File: src/logic/jps_defs.vh
// Overview of operation
// - Five TCK cycles with TMS high and TDI low force the target TAP into its reset state.
// - One TCK cycle with TMS low and TDI low then moves the target TAP into idle.
// - Two TCK cycles with TMS high and TDI low advance the target TAP into the IR scan branch.
// - Two TCK cycles with TMS low and TDI low place the target TAP in Shift-IR.
// - A 32-bit signature is shifted on TDI least significant bit first with TMS low throughout.
// - 240 cycles follow with TDI high, TMS low except high on the last of them.
// - One final TCK cycle with TMS high and TDI low moves the target TAP into Update-IR.
// - TDO is watched during the shift for the returned signature to derive the IR length.
// - TDO is ignored during the first 10 TCK cycles because the target output may float.
// - TMS and TDI change on the falling edge of TCK so they are stable at the rising edge.
// - TCK is never generated faster than 12 MHz.
`ifndef JPS_DEFS_VH
`define JPS_DEFS_VH

`define JPS_RESET_CYC    9'd5
`define JPS_IDLE_CYC     9'd1
`define JPS_SCAN_CYC     9'd2
`define JPS_SHIFT_CYC    9'd2
`define JPS_SIG_CYC      9'd32
`define JPS_FILL_CYC     9'd240
`define JPS_UPDATE_CYC   9'd1
`define JPS_TDO_IGNORE   9'd10
`define JPS_REF_HZ       10000000
`define JPS_TCK_MAX_HZ   12000000
// The default signature value is arbitrary; any word the target cannot echo by chance will do.
`define JPS_SIG_DEFAULT  32'h5A5AC3C3
`define JPS_HALF_DEFAULT 16'd4

`endif

File: src/logic/jps_sig_window.v
`timescale 1ns/1ps
`include "jps_defs.vh"

// Sliding window of recently sampled TDO bits with a signature compare.
module jps_sig_window #(
  parameter WIDTH = 32
) (
  input  wire             ref_clk,
  input  wire             reset,
  input  wire             clk_en,
  input  wire             shift_en,
  input  wire             bit_in,
  input  wire [WIDTH-1:0] sig,
  output reg              match_r
);

  reg [WIDTH-1:0] win_r;
  wire [WIDTH-1:0] win_nxt;

  // Bits arrive lsb first, so new bits enter at the top and older ones move down.
  assign win_nxt = {bit_in, win_r[WIDTH-1:1]};

  // The compare is registered so the match lines up one cycle after the shift.
  always @(posedge ref_clk)
  begin
    if (reset)
    begin
      win_r   <= {WIDTH{1'b0}};
      match_r <= 1'b0;
    end
    else if (clk_en)
    begin
      match_r <= 1'b0;
      if (shift_en)
      begin
        win_r   <= win_nxt;
        match_r <= (win_nxt == sig);
      end
    end
  end

endmodule // jps_sig_window

File: src/logic/jps_start_seq.v
`timescale 1ns/1ps
`include "jps_defs.vh"

// Probe-side start-up sequencer: walks the target TAP to Shift-IR, shifts a
// signature and a run of ones, exits to Update-IR and measures the IR length.
module jps_start_seq #(
  parameter [15:0] HALF_PER = `JPS_HALF_DEFAULT,
  parameter [31:0] SIG      = `JPS_SIG_DEFAULT
) (
  input  wire        ref_clk,
  input  wire        reset,
  input  wire        clk_en,
  input  wire        start,
  input  wire        tdo,
  output reg         tck_r,
  output reg         tms_r,
  output reg         tdi_r,
  output reg         busy_r,
  output reg         done_r,
  output reg         found_r,
  output reg  [8:0]  ir_len_r
);

  // Half period must give TCK no faster than the allowed maximum.
  localparam [31:0] HALF_MIN_W = (`JPS_REF_HZ + 2 * `JPS_TCK_MAX_HZ - 1) / (2 * `JPS_TCK_MAX_HZ);
  localparam [15:0] HALF_MIN   = HALF_MIN_W[15:0];
  localparam [15:0] HALF     = (HALF_PER < HALF_MIN) ? HALF_MIN : HALF_PER;
  localparam [15:0] HALF_ONE = (HALF == 16'd0) ? 16'd1 : HALF;

  localparam [2:0] ST_IDLE   = 3'd0;
  localparam [2:0] ST_RESET  = 3'd1;
  localparam [2:0] ST_RTI    = 3'd2;
  localparam [2:0] ST_SCAN   = 3'd3;
  localparam [2:0] ST_SHIFT  = 3'd4;
  localparam [2:0] ST_SIG    = 3'd5;
  localparam [2:0] ST_FILL   = 3'd6;
  localparam [2:0] ST_UPDATE = 3'd7;

  reg [2:0]  state_r;
  reg [8:0]  cnt_r;
  reg [15:0] div_r;
  reg [8:0]  total_r;
  reg [8:0]  since_r;
  reg        tdo_s1_r;
  reg        tdo_s2_r;
  reg        rise_r;
  reg        seen_r;
  reg        state_done;
  reg [2:0]  next_state;
  reg        tms_nxt;
  reg        tdi_nxt;
  wire       half_tick;
  wire       fall_tick;
  wire       match;

  assign half_tick = busy_r && (div_r == HALF_ONE - 16'd1);
  assign fall_tick = half_tick && tck_r;

  // TDO comes from another chip, so it passes two flops before use.
  always @(posedge ref_clk)
  begin
    if (reset)
    begin
      tdo_s1_r <= 1'b0;
      tdo_s2_r <= 1'b0;
    end
    else if (clk_en)
    begin
      tdo_s1_r <= tdo;
      tdo_s2_r <= tdo_s1_r;
    end
  end

  // Phase length and the pin levels that each phase drives.
  always @*
  begin
    state_done = 1'b0;
    next_state = state_r;
    tms_nxt    = 1'b0;
    tdi_nxt    = 1'b0;
    case (state_r)
      ST_RESET:
      begin
        state_done = (cnt_r == `JPS_RESET_CYC - 9'd1);
        next_state = ST_RTI;
      end
      ST_RTI:
      begin
        state_done = (cnt_r == `JPS_IDLE_CYC - 9'd1);
        next_state = ST_SCAN;
      end
      ST_SCAN:
      begin
        state_done = (cnt_r == `JPS_SCAN_CYC - 9'd1);
        next_state = ST_SHIFT;
      end
      ST_SHIFT:
      begin
        state_done = (cnt_r == `JPS_SHIFT_CYC - 9'd1);
        next_state = ST_SIG;
      end
      ST_SIG:
      begin
        state_done = (cnt_r == `JPS_SIG_CYC - 9'd1);
        next_state = ST_FILL;
      end
      ST_FILL:
      begin
        state_done = (cnt_r == `JPS_FILL_CYC - 9'd1);
        next_state = ST_UPDATE;
      end
      ST_UPDATE:
      begin
        state_done = (cnt_r == `JPS_UPDATE_CYC - 9'd1);
        next_state = ST_IDLE;
      end
      default:
      begin
        state_done = 1'b0;
        next_state = ST_IDLE;
      end
    endcase
    // Levels for the cycle about to start after a phase change.
    case (state_done ? next_state : state_r)
      ST_RESET:  tms_nxt = 1'b1;
      ST_RTI:    tms_nxt = 1'b0;
      ST_SCAN:   tms_nxt = 1'b1;
      ST_SHIFT:  tms_nxt = 1'b0;
      ST_SIG:
      begin
        tms_nxt = 1'b0;
        tdi_nxt = SIG[state_done ? 5'd0 : cnt_r[4:0] + 5'd1];
      end
      ST_FILL:
      begin
        tdi_nxt = 1'b1;
        tms_nxt = !state_done && (cnt_r == `JPS_FILL_CYC - 9'd2);
      end
      ST_UPDATE: tms_nxt = 1'b1;
      default:   tms_nxt = 1'b0;
    endcase
  end

  // TCK divider and sequencer; pins move only on the falling TCK edge.
  always @(posedge ref_clk)
  begin
    if (reset)
    begin
      state_r <= ST_IDLE;
      cnt_r   <= 9'd0;
      div_r   <= 16'd0;
      tck_r   <= 1'b0;
      tms_r   <= 1'b1;
      tdi_r   <= 1'b0;
      busy_r  <= 1'b0;
      done_r  <= 1'b0;
    end
    else if (clk_en)
    begin
      done_r <= 1'b0;
      if (!busy_r)
      begin
        if (start)
        begin
          busy_r  <= 1'b1;
          state_r <= ST_RESET;
          cnt_r   <= 9'd0;
          div_r   <= 16'd0;
          tms_r   <= 1'b1;
          tdi_r   <= 1'b0;
        end
      end
      else if (half_tick)
      begin
        div_r <= 16'd0;
        tck_r <= !tck_r;
        if (tck_r)
        begin
          if (state_done && next_state == ST_IDLE)
          begin
            busy_r  <= 1'b0;
            done_r  <= 1'b1;
            state_r <= ST_IDLE;
            tms_r   <= 1'b1;
            tdi_r   <= 1'b0;
          end
          else
          begin
            state_r <= state_done ? next_state : state_r;
            cnt_r   <= state_done ? 9'd0 : cnt_r + 9'd1;
            tms_r   <= tms_nxt;
            tdi_r   <= tdi_nxt;
          end
        end
      end
      else
        div_r <= div_r + 16'd1;
    end
  end

  // Rising TCK edge marks where TDO is sampled, as the target would see it.
  always @(posedge ref_clk)
  begin
    if (reset)
      rise_r <= 1'b0;
    else if (clk_en)
      rise_r <= half_tick && !tck_r;
  end

  // Count TCK cycles, and the cycles since the first signature bit went out.
  always @(posedge ref_clk)
  begin
    if (reset)
    begin
      total_r  <= 9'd0;
      since_r  <= 9'd0;
      seen_r   <= 1'b0;
      found_r  <= 1'b0;
      ir_len_r <= 9'd0;
    end
    else if (clk_en)
    begin
      if (start && !busy_r)
      begin
        total_r  <= 9'd0;
        since_r  <= 9'd0;
        seen_r   <= 1'b0;
        found_r  <= 1'b0;
        ir_len_r <= 9'd0;
      end
      else if (fall_tick)
      begin
        if (total_r != 9'h1FF)
          total_r <= total_r + 9'd1;
        if (state_r == ST_SIG || state_r == ST_FILL)
          since_r <= since_r + 9'd1;
      end
      if (match && !seen_r && busy_r)
      begin
        seen_r   <= 1'b1;
        found_r  <= 1'b1;
        // The count spans the 31 later signature bits plus the echo delay.
        ir_len_r <= since_r - `JPS_SIG_CYC + 9'd1;
      end
    end
  end

  // Window only accepts TDO once the undefined opening cycles have passed.
  jps_sig_window #(
    .WIDTH (32)
  ) u_win (
    .ref_clk  (ref_clk),
    .reset    (reset),
    .clk_en   (clk_en),
    .shift_en (rise_r && (total_r >= `JPS_TDO_IGNORE)),
    .bit_in   (tdo_s2_r),
    .sig      (SIG),
    .match_r  (match)
  );

endmodule // jps_start_seq

File: config.mk
export PLATFORM = sky130hd
export DESIGN_NAME = jps_start_seq
export DESIGN_NICKNAME = d
export VERILOG_FILES = /design/src/logic/jps_sig_window.v /design/src/logic/jps_start_seq.v
export VERILOG_INCLUDE_DIRS = /design/src /design/src/logic
export SDC_FILE = /design/constraint.sdc
export NUM_CORES = 1
export LEC_CHECK = 0
export BUFFER_PORTS_ARGS = -buffer_cell sky130_fd_sc_hd__buf_2
export CAP_MARGIN = 15
export CORE_MARGIN = 2
export CORE_UTILIZATION = 64
export CTS_BUF_LIST = sky130_fd_sc_hd__clkbuf_8
export DETAILED_ROUTE_END_ITERATION = 12
export PLACE_DENSITY = 0.82
export SLEW_MARGIN = 10
export SYNTH_ARGS = -nofsm -noshare
export SYNTH_HDL_FRONTEND = slang
export SYNTH_SLANG_ARGS = --single-unit
File: constraint.sdc
create_clock -name ref_clk -period 2.4 [get_ports ref_clk]
set_input_delay 0 -clock ref_clk [delete_from_list [all_inputs] [get_ports ref_clk]]
set_output_delay 0 -clock ref_clk [all_outputs]
set_load 0.005 [all_outputs]
# Word level (Yosys, flattened, before mapping)

Memory sizes are Yosys's and may differ from the RTL's.
Cells that the tools add are included.

Memories: 1
Memory bits (read-only): 32
Register bits: 97
Bits in writable memories: 0
Latch bits: 0
Word-level logic and storage cells: 133
Output and inout port bits: 15

Memory list:

| memory          | words | width | read ports | clocked after Yosys merged registers in | write ports | line                | text |
|---|---|---|---|---|---|---|---|
| (no name shown) | 32    | 1     | 1          | 0                                       | 0           | jps_start_seq.v:132 | `tdi_nxt = SIG[state_done ? 5'd0 : cnt_r[4:0] + 5'd1];` |

Mux-type cells: 51
Shift operators: 0
Magnitude comparators: 2
Add/sub/neg operators: 7
Divide/modulo/power cells: 0
Bitwise logic cells: 0
Reduce and logical (&&, ||, !) cells: 32
Equal/unequal tests: 23
Multipliers: 0

Operator list:

| operator                | count |
|---|---|
| $mux W9                 | 14 |
| $mux W16                | 3 |
| $add A9 B1 Y9 const B   | 4 |
| $eq A32 B31 Y1 const B  | 1 |
| $mux W1                 | 23 |
| $eq A3 B3 Y1 const B    | 7 |
| $eq A9 B8 Y1 const B    | 2 |
| $mux W3                 | 6 |
| $pmux W3 S6             | 1 |
| $add A16 B1 Y16 const B | 1 |
| $eq A16 B2 Y1 const B   | 1 |
| $reduce_bool A2 Y1      | 5 |
| $eq A3 B2 Y1 const B    | 3 |
| $eq A9 B1 Y1 const B    | 1 |
| $eq A9 B3 Y1 const B    | 1 |
| $eq A9 B5 Y1 const B    | 1 |
| $ge A9 B4 Y1 const B    | 1 |
| $logic_and A1 B1 Y1     | 9 |
| $logic_not A9 Y1        | 1 |
| $ne A9 B9 Y1 const B    | 1 |
| $reduce_and A3 Y1       | 3 |
| $sub A9 B6 Y9 const B   | 1 |
| $eq A3 B1 Y1 const B    | 2 |
| $lt A5 B6 Y1 const B    | 1 |
| other kinds (14)        | 22 |

# Longest topological paths before layout

Gate-level depths: netlist of the first run.

Depth in word-level cells: 11
Depth in mapped cells: 10

# Hierarchy

From an unflattened synthesis of the first run, not the netlist that was laid out.

Cells, all modules: 638
Area total of the unflattened synthesis: 5072.4 um^2

By module, submodules not included:

| module         | seq. area each (um^2) | cells each | area an instance (um^2) | times used |
|---|---|---|---|---|
| jps_start_seq  | 1281.2                | 454        | 3628.5                  | 1 |
| jps_sig_window | 640.6                 | 184        | 1443.9                  | 1 |

# Worst setup path after synthesis of the first run

No wires, ideal clock.

Path kind: reg2reg
Start point: reg cnt_r[0]
End point: reg tms_r
Cell stages (with the launch flop): 10
Setup slack: 0.253 ns
Arrival: 2.068 ns
Period minus slack after synthesis: 2.147 ns
Path through: dfxtp_1 buf_4 inv_1 ha_1 and3_2 nand3_1 o21a_1 a311oi_4 mux2_2 o211ai_1

Longest elaborated chain between the ends: 10

Ends and longest elaborated chain:

| what                                       | line                | text |
|---|---|---|
| from (decl)                                | jps_start_seq.v:40  | `reg [8:0] cnt_r;` |
| from (signal assigned)                     | jps_start_seq.v:190 | `cnt_r <= state_done ? 9'd0 : cnt_r + 9'd1;` |
| $eq A9 B8 Y1, or another cell as far along | jps_start_seq.v:109 | `` state_done = (cnt_r == `JPS_FILL_CYC - 9'd1); `` |
| $pmux W1 S5                                | jps_start_seq.v:81  | `case (state_r)` |
| $mux W3                                    | n/a                 |  |
| $eq A3 B3 Y1, or another cell as far along | jps_start_seq.v:124 | `case (state_done ? next_state : state_r)` |
| $reduce_or A3 Y1 (no line)                 | n/a                 |  |
| $pmux W1 S2                                | jps_start_seq.v:124 |  |
| $mux W1 (*)                                | jps_start_seq.v:179 | `if (state_done && next_state == ST_IDLE)` |
| $mux W1 (*)                                | jps_start_seq.v:177 | `if (tck_r)` |
| $mux W1 (*)                                | jps_start_seq.v:173 | `else if (half_tick)` |
| $mux W1 (*)                                | jps_start_seq.v:161 | `if (!busy_r)` |
| to (signal assigned)                       | jps_start_seq.v:191 | `tms_r <= tms_nxt;` |
| to (decl)                                  | jps_start_seq.v:16  | `output reg tms_r,` |

Mark *: on every way between the ends. The rest lies on a longest branch, timed or not. The select of a mux whose other input is x is not followed.
A chain may end at the register's enable or synchronous reset.

# Worst setup path after layout of the first run

Start point: reg state_r[0]
End point: reg busy_r

Longest elaborated chain between the ends: 8

Ends and longest elaborated chain:

| what                                            | line                                    | text |
|---|---|---|
| from (decl)                                     | jps_start_seq.v:39                      | `reg [2:0] state_r;` |
| from (signal assigned)                          | jps_start_seq.v:189                     | `state_r <= state_done ? next_state : state_r;` |
| $eq A3 B3 Y1, or another cell as far along      | jps_start_seq.v:81                      |  |
| $pmux W3 S6 or $reduce_or A2 Y1 (tied branches) | n/a                                     |  |
| $logic_not A3 Y1 or $pmux W1 S5 (tied branches) | jps_start_seq.v:179, jps_start_seq.v:81 |  |
| $logic_and A1 B1 Y1 (*)                         | jps_start_seq.v:179                     |  |
| $mux W1 (*)                                     | jps_start_seq.v:179                     |  |
| $mux W1 (*)                                     | jps_start_seq.v:177                     |  |
| $mux W1 (*)                                     | jps_start_seq.v:173                     |  |
| $mux W1 (*)                                     | jps_start_seq.v:161                     |  |
| to (signal assigned)                            | jps_start_seq.v:155                     | `busy_r <= 1'b0;` |
| to (signal assigned)                            | jps_start_seq.v:165                     | `busy_r <= 1'b1;` |
| to (signal assigned)                            | jps_start_seq.v:181                     | `busy_r <= 1'b0;` |
| to (decl)                                       | jps_start_seq.v:18                      | `output reg busy_r,` |

Mark *: on every way between the ends. The rest lies on a longest branch, timed or not.

==> results of run 1 <==
routing by layer:
| metal | global-route usage [%] | share of wire (%) | vias to the layer above |
|---|---|---|---|
| li1 | - | - | 1987 |
| met1 | 32.9 | 45 | 1906 |
| met2 | 43.2 | 49 | 96 |
| met3 | 5.28 | 4.5 | 17 |
| met4 | 7.44 | 1.5 | 0 |
| met5 | 0 | 0 | - |
logic make-up (layout without fill, tap and decap cells):
family	Yosys count	in the layout	share of synthesized area [%]
muxes	38	38	8.05
DFF	96	96	40.6
AOI/OAI and AO/OA	94	94	13.5
buffers and inverters	41	67	3.80
xor gates and xnor gates	33	33	6.10
and+or+nand+nor	238	238	25.8
adders and majority gates	8	8	2.11
worst reg2reg max path: cells and delay by family, from the launching register on:
family	cells	cell delay (ps)
and+or+nand+nor	3	790
AOI/OAI and AO/OA	3	660
DFF	1	460
xor gates and xnor gates	1	280
state kept, by name (all words and copies together) (netlist names):
signal         cells
rise_r             1
done_r             1
busy_r             1
cnt_r              9
tdo_s1_r           1
since_r            9
total_r            9
tck_r              1
div_r             16
seen_r             1
ir_len_r           9
u_win.match_r      1
state_r            3
tdo_s2_r           1
tms_r              1
tdi_r              1
u_win.win_r       31
cell usage after synthesis, drive strengths merged (8+ instances only):
library cell / n
and3: 11
nor3: 18
xor2: 13
clkbuf: 22
or3: 11
inv: 12
dfxtp: 96
a21oi: 36
mux2i: 37
o21ai: 23
ha: 8
nor2: 87
nand3: 17
nand2: 34
xnor2: 20
nor2b: 8
nand4: 16
area by class of cell:
| cell class | count | area [um^2] | share of cell area, % |
|---|---|---|---|
| sequential | 96 | 1930 | 36.4 |
| tap | 99 | 124 | 2.34 |
| inverter | 12 | 45.0 | 0.852 |
| clock buffer | 9 | 124 | 2.34 |
| timing repair buffer | 39 | 260 | 4.92 |
| multi-input combinational | 411 | 2710 | 51.3 |
| clock inverter | 7 | 97.6 | 1.85 |
placed cells by master (no fill, tap or decap), types with 3 or more instances in the layout:
| master | instances |
|---|---|
| buf_2 | 19 |
| nor2_1 | 86 |
| nor4bb_1 | 4 |
| and4_1 | 3 |
| nand2_1 | 32 |
| nor3_1 | 12 |
| ha_1 | 8 |
| nor3_2 | 6 |
| nand4_1 | 16 |
| mux2i_1 | 37 |
| nor2b_1 | 8 |
| nand2b_1 | 3 |
| nor4_1 | 6 |
| nand3_1 | 15 |
| a31oi_1 | 3 |
| xnor2_1 | 20 |
| dfxtp_2 | 3 |
| buf_4 | 18 |
| a22oi_1 | 6 |
| inv_8 | 3 |
| inv_1 | 12 |
| or3_1 | 10 |
| nor3b_1 | 3 |
| a211oi_1 | 5 |
| o21ai_0 | 20 |
| dfxtp_1 | 93 |
| a21oi_1 | 36 |
| nand3b_1 | 4 |
| clkbuf_8 | 9 |
| and3_1 | 10 |
| xor2_1 | 13 |
where the power goes:
group	leakage (nW)	internal [mW]	total (mW)	switching, mW
logic	0.939	0.0610	0.186	0.125
registers	0.776	1.60	1.62	0.0129
clock network	0.112	0.516	1.16	0.649
worst max-delay path by stage:
stage                          start    endpoint  slack (ps)  cells after the start
after global placement    state_r[0]  state_r[1]         120                      9
after global routing        div_r[0]  total_r[7]         -30                      8
after floorplan             cnt_r[0]       tms_r         250                      9
final                     state_r[0]      busy_r         110                      7
after detailed placement  state_r[0]      busy_r          40                      7
after CTS                 state_r[2]      busy_r          20                      7
metrics by stage:
stage / setup TNS [ps] / instance area, um^2 / power (mW) / hold WS, ps
final: 0 / 5290 / 2.97 / 28.9
after global routing: -71.6 / 5290 / 3.05 / 32.5
after CTS: 0 / 5220 / 2.97 / 18.0
after detailed placement: 0 / 4990 / 1.83 / 253
after global placement: 0 / 4990 / 1.82 / 240
after floorplan: 0 / 4740 / 1.78 / 147
timing repair:
item | in CTS | in global routing
hold endpoints to repair | 1 | 0
buffers inserted | 0 | 0
setup endpoints to repair | 0 | 29
resized for setup | 0 | 15
hold buffers | 1 | 0
==> flow_metrics.env, run 1 <==
export IMPL_fin_util_pct=73.3
export IMPL_grt_max_degree=42
export IMPL_hp_class="in2reg"
export IMPL_gp_congestion=0.913
export IMPL_path_clk_slew_ps=100
export IMPL_tightest_slew_ps=586
export IMPL_cts_made_buffers=9
export IMPL_via_per_inst=5.95
export IMPL_worstReg2RegStart="state_r[0]"
export IMPL_worst_skew_pair_late_latency_ps=380
export IMPL_syn_avg_cell_area_um2=8.65
export IMPL_cts_sinks=96
export IMPL_root_buffer="clkbuf_8"
export IMPL_dp_hpwl_um=7100
export IMPL_critical_path_class="reg2reg"
export IMPL_run_status="finished clean"
export IMPL_grt_pass1_vias=3714
export IMPL_crit_family="simple AND/OR/NAND/NOR gates"
export IMPL_rows=31
export IMPL_hold_depth=3
export IMPL_r2r_setup_slack_ps=110
export IMPL_ir_drop_v=0.000473
export IMPL_place_inst=656
export IMPL_fin_cells=673
export IMPL_path_max_fanout=11
export IMPL_reg2reg_to="busy_r"
export IMPL_fillerInstances=543
export IMPL_wirelength_um=10300
export IMPL_cp_slowest_cell="dfxtp_2"
export IMPL_fin_ws_ps=105
export IMPL_tritoncts="yes"
export IMPL_synth_edf_count=0
export IMPL_die_w_um=90.0
export IMPL_antenna_cells=0
export IMPL_yosysWarnings=0
export IMPL_drc=0
export IMPL_core_um2=7210
export IMPL_ant_nets=0
export IMPL_slowest_delay_ps=460
export IMPL_crit_chain="xor2_1, and4_2, o21ai_1, a211o_1, a21o_4, or3b_1, nor3b_1"
export IMPL_cp_data_required_time_ps=2640
export IMPL_ys_top_cells_by_area="dfxtp_1 41%, mux2i_1 7.8%, nor2_1 6.8%"
export IMPL_synth_cell_type_count=63
export IMPL_synthToLayoutAreaGrowth_pct=11.6
export IMPL_grt_overflow_total=0
export IMPL_antenna_found_initial=0
export IMPL_dr_total_vias=4006
export IMPL_dieArea_um2=8110
export IMPL_synth_fp_nets=561
export IMPL_synth_top_area_share_pct=40.6
export IMPL_pre_cts_ws_ps=37.5
export IMPL_clk_path_buf_depth=2
export IMPL_final_hold_violation_count=0
export IMPL_crit_buf_inv=0
export IMPL_fmax_ghz=0.436
export IMPL_io_buffers=19
export IMPL_layout_nets=582
export IMPL_maxCapViolations=0
export IMPL_ys_ff_latch=96
export IMPL_drt_wirelength_per_cell_um=15.3
export IMPL_yosysSeqAreaShare_pct=40.6
export IMPL_die_h_um=90.0
export IMPL_htree_levels=3
export IMPL_drtIter0Drc=207
export IMPL_end_kind="flop"
export IMPL_drt_pass1_iterations=5
export IMPL_min_delay_start="start"
export IMPL_grt_first_pass_wirelength_um=17100
export IMPL_slew_violations=0
export IMPL_synth_cells=548
export IMPL_reg2regPathDepth=7
export IMPL_synth_ff_type="dfxtp_1"
export IMPL_grt_usage_pct=25.5
export IMPL_fin_worst_skew_ps=11.9
export IMPL_relSlewSlack_pct=60.8
export IMPL_powerDensity_nw_per_um2=561
export IMPL_initial_core_util_pct=65.7
export IMPL_synthesis_area_um2=4740
export IMPL_final_layout_size_suffix_gt1_share_pct=15.3
export IMPL_hold_end="busy_r"
export IMPL_io_pins=20
export IMPL_synth_area_leader_cell="dfxtp_1"
export IMPL_finalCritPeriodShare_pct=95.6
export IMPL_cp_start_kind="flop"
export IMPL_async_flop_share_pct=0
export IMPL_p_leak_nw=1.83
export IMPL_min_period_ps=2290
export IMPL_finalSetupViolCount=0
export IMPL_timing_critical_path_arrival_ps=2540
(Power assumes the default switching activity.)
==> inputs of run 2 (changes only) <==
CORE_UTILIZATION = 65   (was 64)
PLACE_DENSITY = 0.83   (was 0.82)
clock period = 2.8 ns   (was 2.4 ns; I/O delays follow)
==> flow_metrics.env, run 2 (synthesis gave the netlist of run 1 again) <==
export IMPL_crit_buf_inv=0
export IMPL_io_pins=20
export IMPL_design_power_total_mw=2.44
export IMPL_cp_data_required_time_ps=3100
export IMPL_crit_family="compound AO/OA/AOI/OAI gates"
export IMPL_end_kind="flop"
export IMPL_finalCritPeriodShare_pct=94.9
export IMPL_maxCapViolations=0
export IMPL_gp_congestion=0.928
export IMPL_regMostFlops="u_win.win_r"
export IMPL_timing_critical_path_arrival_ps=2950
export IMPL_ant_nets=0
export IMPL_path_max_fanout=17
export IMPL_fin_ws_ps=142
export IMPL_drt_pass1_iterations=5
export IMPL_cp_start_kind="flop"
export IMPL_rsz0062_at_grt="false"
export IMPL_fin_worst_skew_ps=8.56
export IMPL_slowest_delay_ps=730
export IMPL_slew_violations=0
export IMPL_design_area_um2=5100
export IMPL_fillerInstances=581
export IMPL_worstReg2RegStart="state_r[2]"
export IMPL_tritoncts="yes"
export IMPL_hold_depth=3
export IMPL_die_h_um=89.4
export IMPL_multiInputGateArea_um2=2670
export IMPL_hp_class="in2reg"
export IMPL_mostFrequentLayoutCells="95 x dfxtp_1, 86 x nor2_1, 37 x mux2i_1, 36 x a21oi_1, 32 x nand2_1"
export IMPL_powerDensity_nw_per_um2=478
export IMPL_largest_register_ffs=31
export IMPL_min_period_ps=2660
export IMPL_core_um2=7140
export IMPL_cts_sinks=96
export IMPL_drc=0
export IMPL_io_buffers=19
export IMPL_finalSetupViolCount=0
export IMPL_dr_total_vias=3969
export IMPL_clk_path_buf_depth=2
export IMPL_relSlewSlack_pct=55.1
export IMPL_whs_ps=34.0
export IMPL_root_buffer="clkbuf_8"
export IMPL_grt_overflow_total=0
export IMPL_critPathLaunch="state_r[2]"
export IMPL_crit_chain="nand2b_1, nor3_2, a2bb2o_4, o21a_1, a311oi_4, mux2_2, o211ai_1"
export IMPL_cp_slowest_cell="dfxtp_1"
export IMPL_fin_tns_setup_ps=0
export IMPL_p_leak_nw=1.74
export IMPL_final_layout_size_suffix_gt1_share_pct=11.3
export IMPL_pre_cts_ws_ps=162
export IMPL_synthToLayoutAreaGrowth_pct=7.66
export IMPL_cts_made_buffers=9
export IMPL_critical_path_class="reg2reg"
export IMPL_dieArea_um2=7990
export IMPL_final_common_cell="dfxtp_1"
export IMPL_dp_hpwl_um=6900
export IMPL_wirelength_um=10100
export IMPL_run_status="finished clean"
export IMPL_final_hold_violation_count=0
export IMPL_grt_max_degree=68
export IMPL_worst_skew_pair_late_latency_ps=370
export IMPL_grt_pass1_vias=3553
export IMPL_grt_usage_pct=26.0
export IMPL_antenna_found_initial=0
export IMPL_grt_first_pass_wirelength_um=16300
export IMPL_via_per_inst=6.02
export IMPL_htree_levels=3
export IMPL_die_w_um=89.4
export IMPL_layout_area_seq_um2=1920
export IMPL_layout_nets=568
export IMPL_ir_drop_v=0.000311
export IMPL_min_delay_start="start"
export IMPL_drt_wirelength_per_cell_um=15.3
export IMPL_tightest_slew_ps=674
export IMPL_rows=31
export IMPL_reg2regPathDepth=7
export IMPL_path_depth=7
export IMPL_fmax_ghz=0.376
export IMPL_top_regs="u_win.win_r x31, div_r x16"
export IMPL_placed_area_um2=4870
export IMPL_path_clk_slew_ps=100
export IMPL_drtIter0Drc=228
export IMPL_initial_core_util_pct=66.4
export IMPL_antenna_cells=0
## run 2: path summary, 6_finish.rpt
check | to | slack, ps
worst min-delay path | busy_r | 30
worst min register to register | since_r[1] | 490
worst max register to register | tms_r | 140
worst max-delay path | tms_r | 140
## run 2: per-layer routing
layer / track usage [%] / routed length (um) / vias up
li1: - / - / 1963
met1: 33.4 / 4550 / 1902
met2: 43.2 / 4920 / 90
met3: 5.54 / 452 / 14
met4: 9.09 / 159 / 0
met5: 0 / 0 / -
## run 2: timing repair
item / 4_1_cts / 5_1_grt
setup buffers: 0 / 0
hold buffers: 2 / 0
resized for setup: 0 / 4
endpoints found under the setup margin: 0 / 15
endpoints found under the hold margin: 2 / 0
## run 2: cell type report
type / count / area share [%]
multi-input cells: 411 / 52.3
flip-flops and latches: 96 / 37.7
repair buffers: 25 / 2.85
clock buffers: 9 / 2.43
well taps: 99 / 2.43
clock inverters: 7 / 1.40
inverters: 12 / 0.883
## run 2: power by group
part	leakage, nW	switching [mW]	internal, mW	total, mW
combinational	0.862	0.0956	0.0446	0.140
clock	0.0999	0.550	0.354	0.904
sequential	0.774	0.0187	1.37	1.39
## run 2: stage by stage
stage / cells / util [%]
final: 659 / 71.5
after global routing: 659 / 71.5
after CTS: 659 / 71.2
after detailed placement: 641 / 68.2
after global placement: 641 / 68.2
after floorplan: 548 / -
## run 2: worst reg2reg max path, cell delays in order (launching register included)
cell and delay (ps):
dfxtp_1 730, nand2b_1 240, nor3_2 180, a2bb2o_4 230
o21a_1 210, a311oi_4 460, mux2_2 390, o211ai_1 150
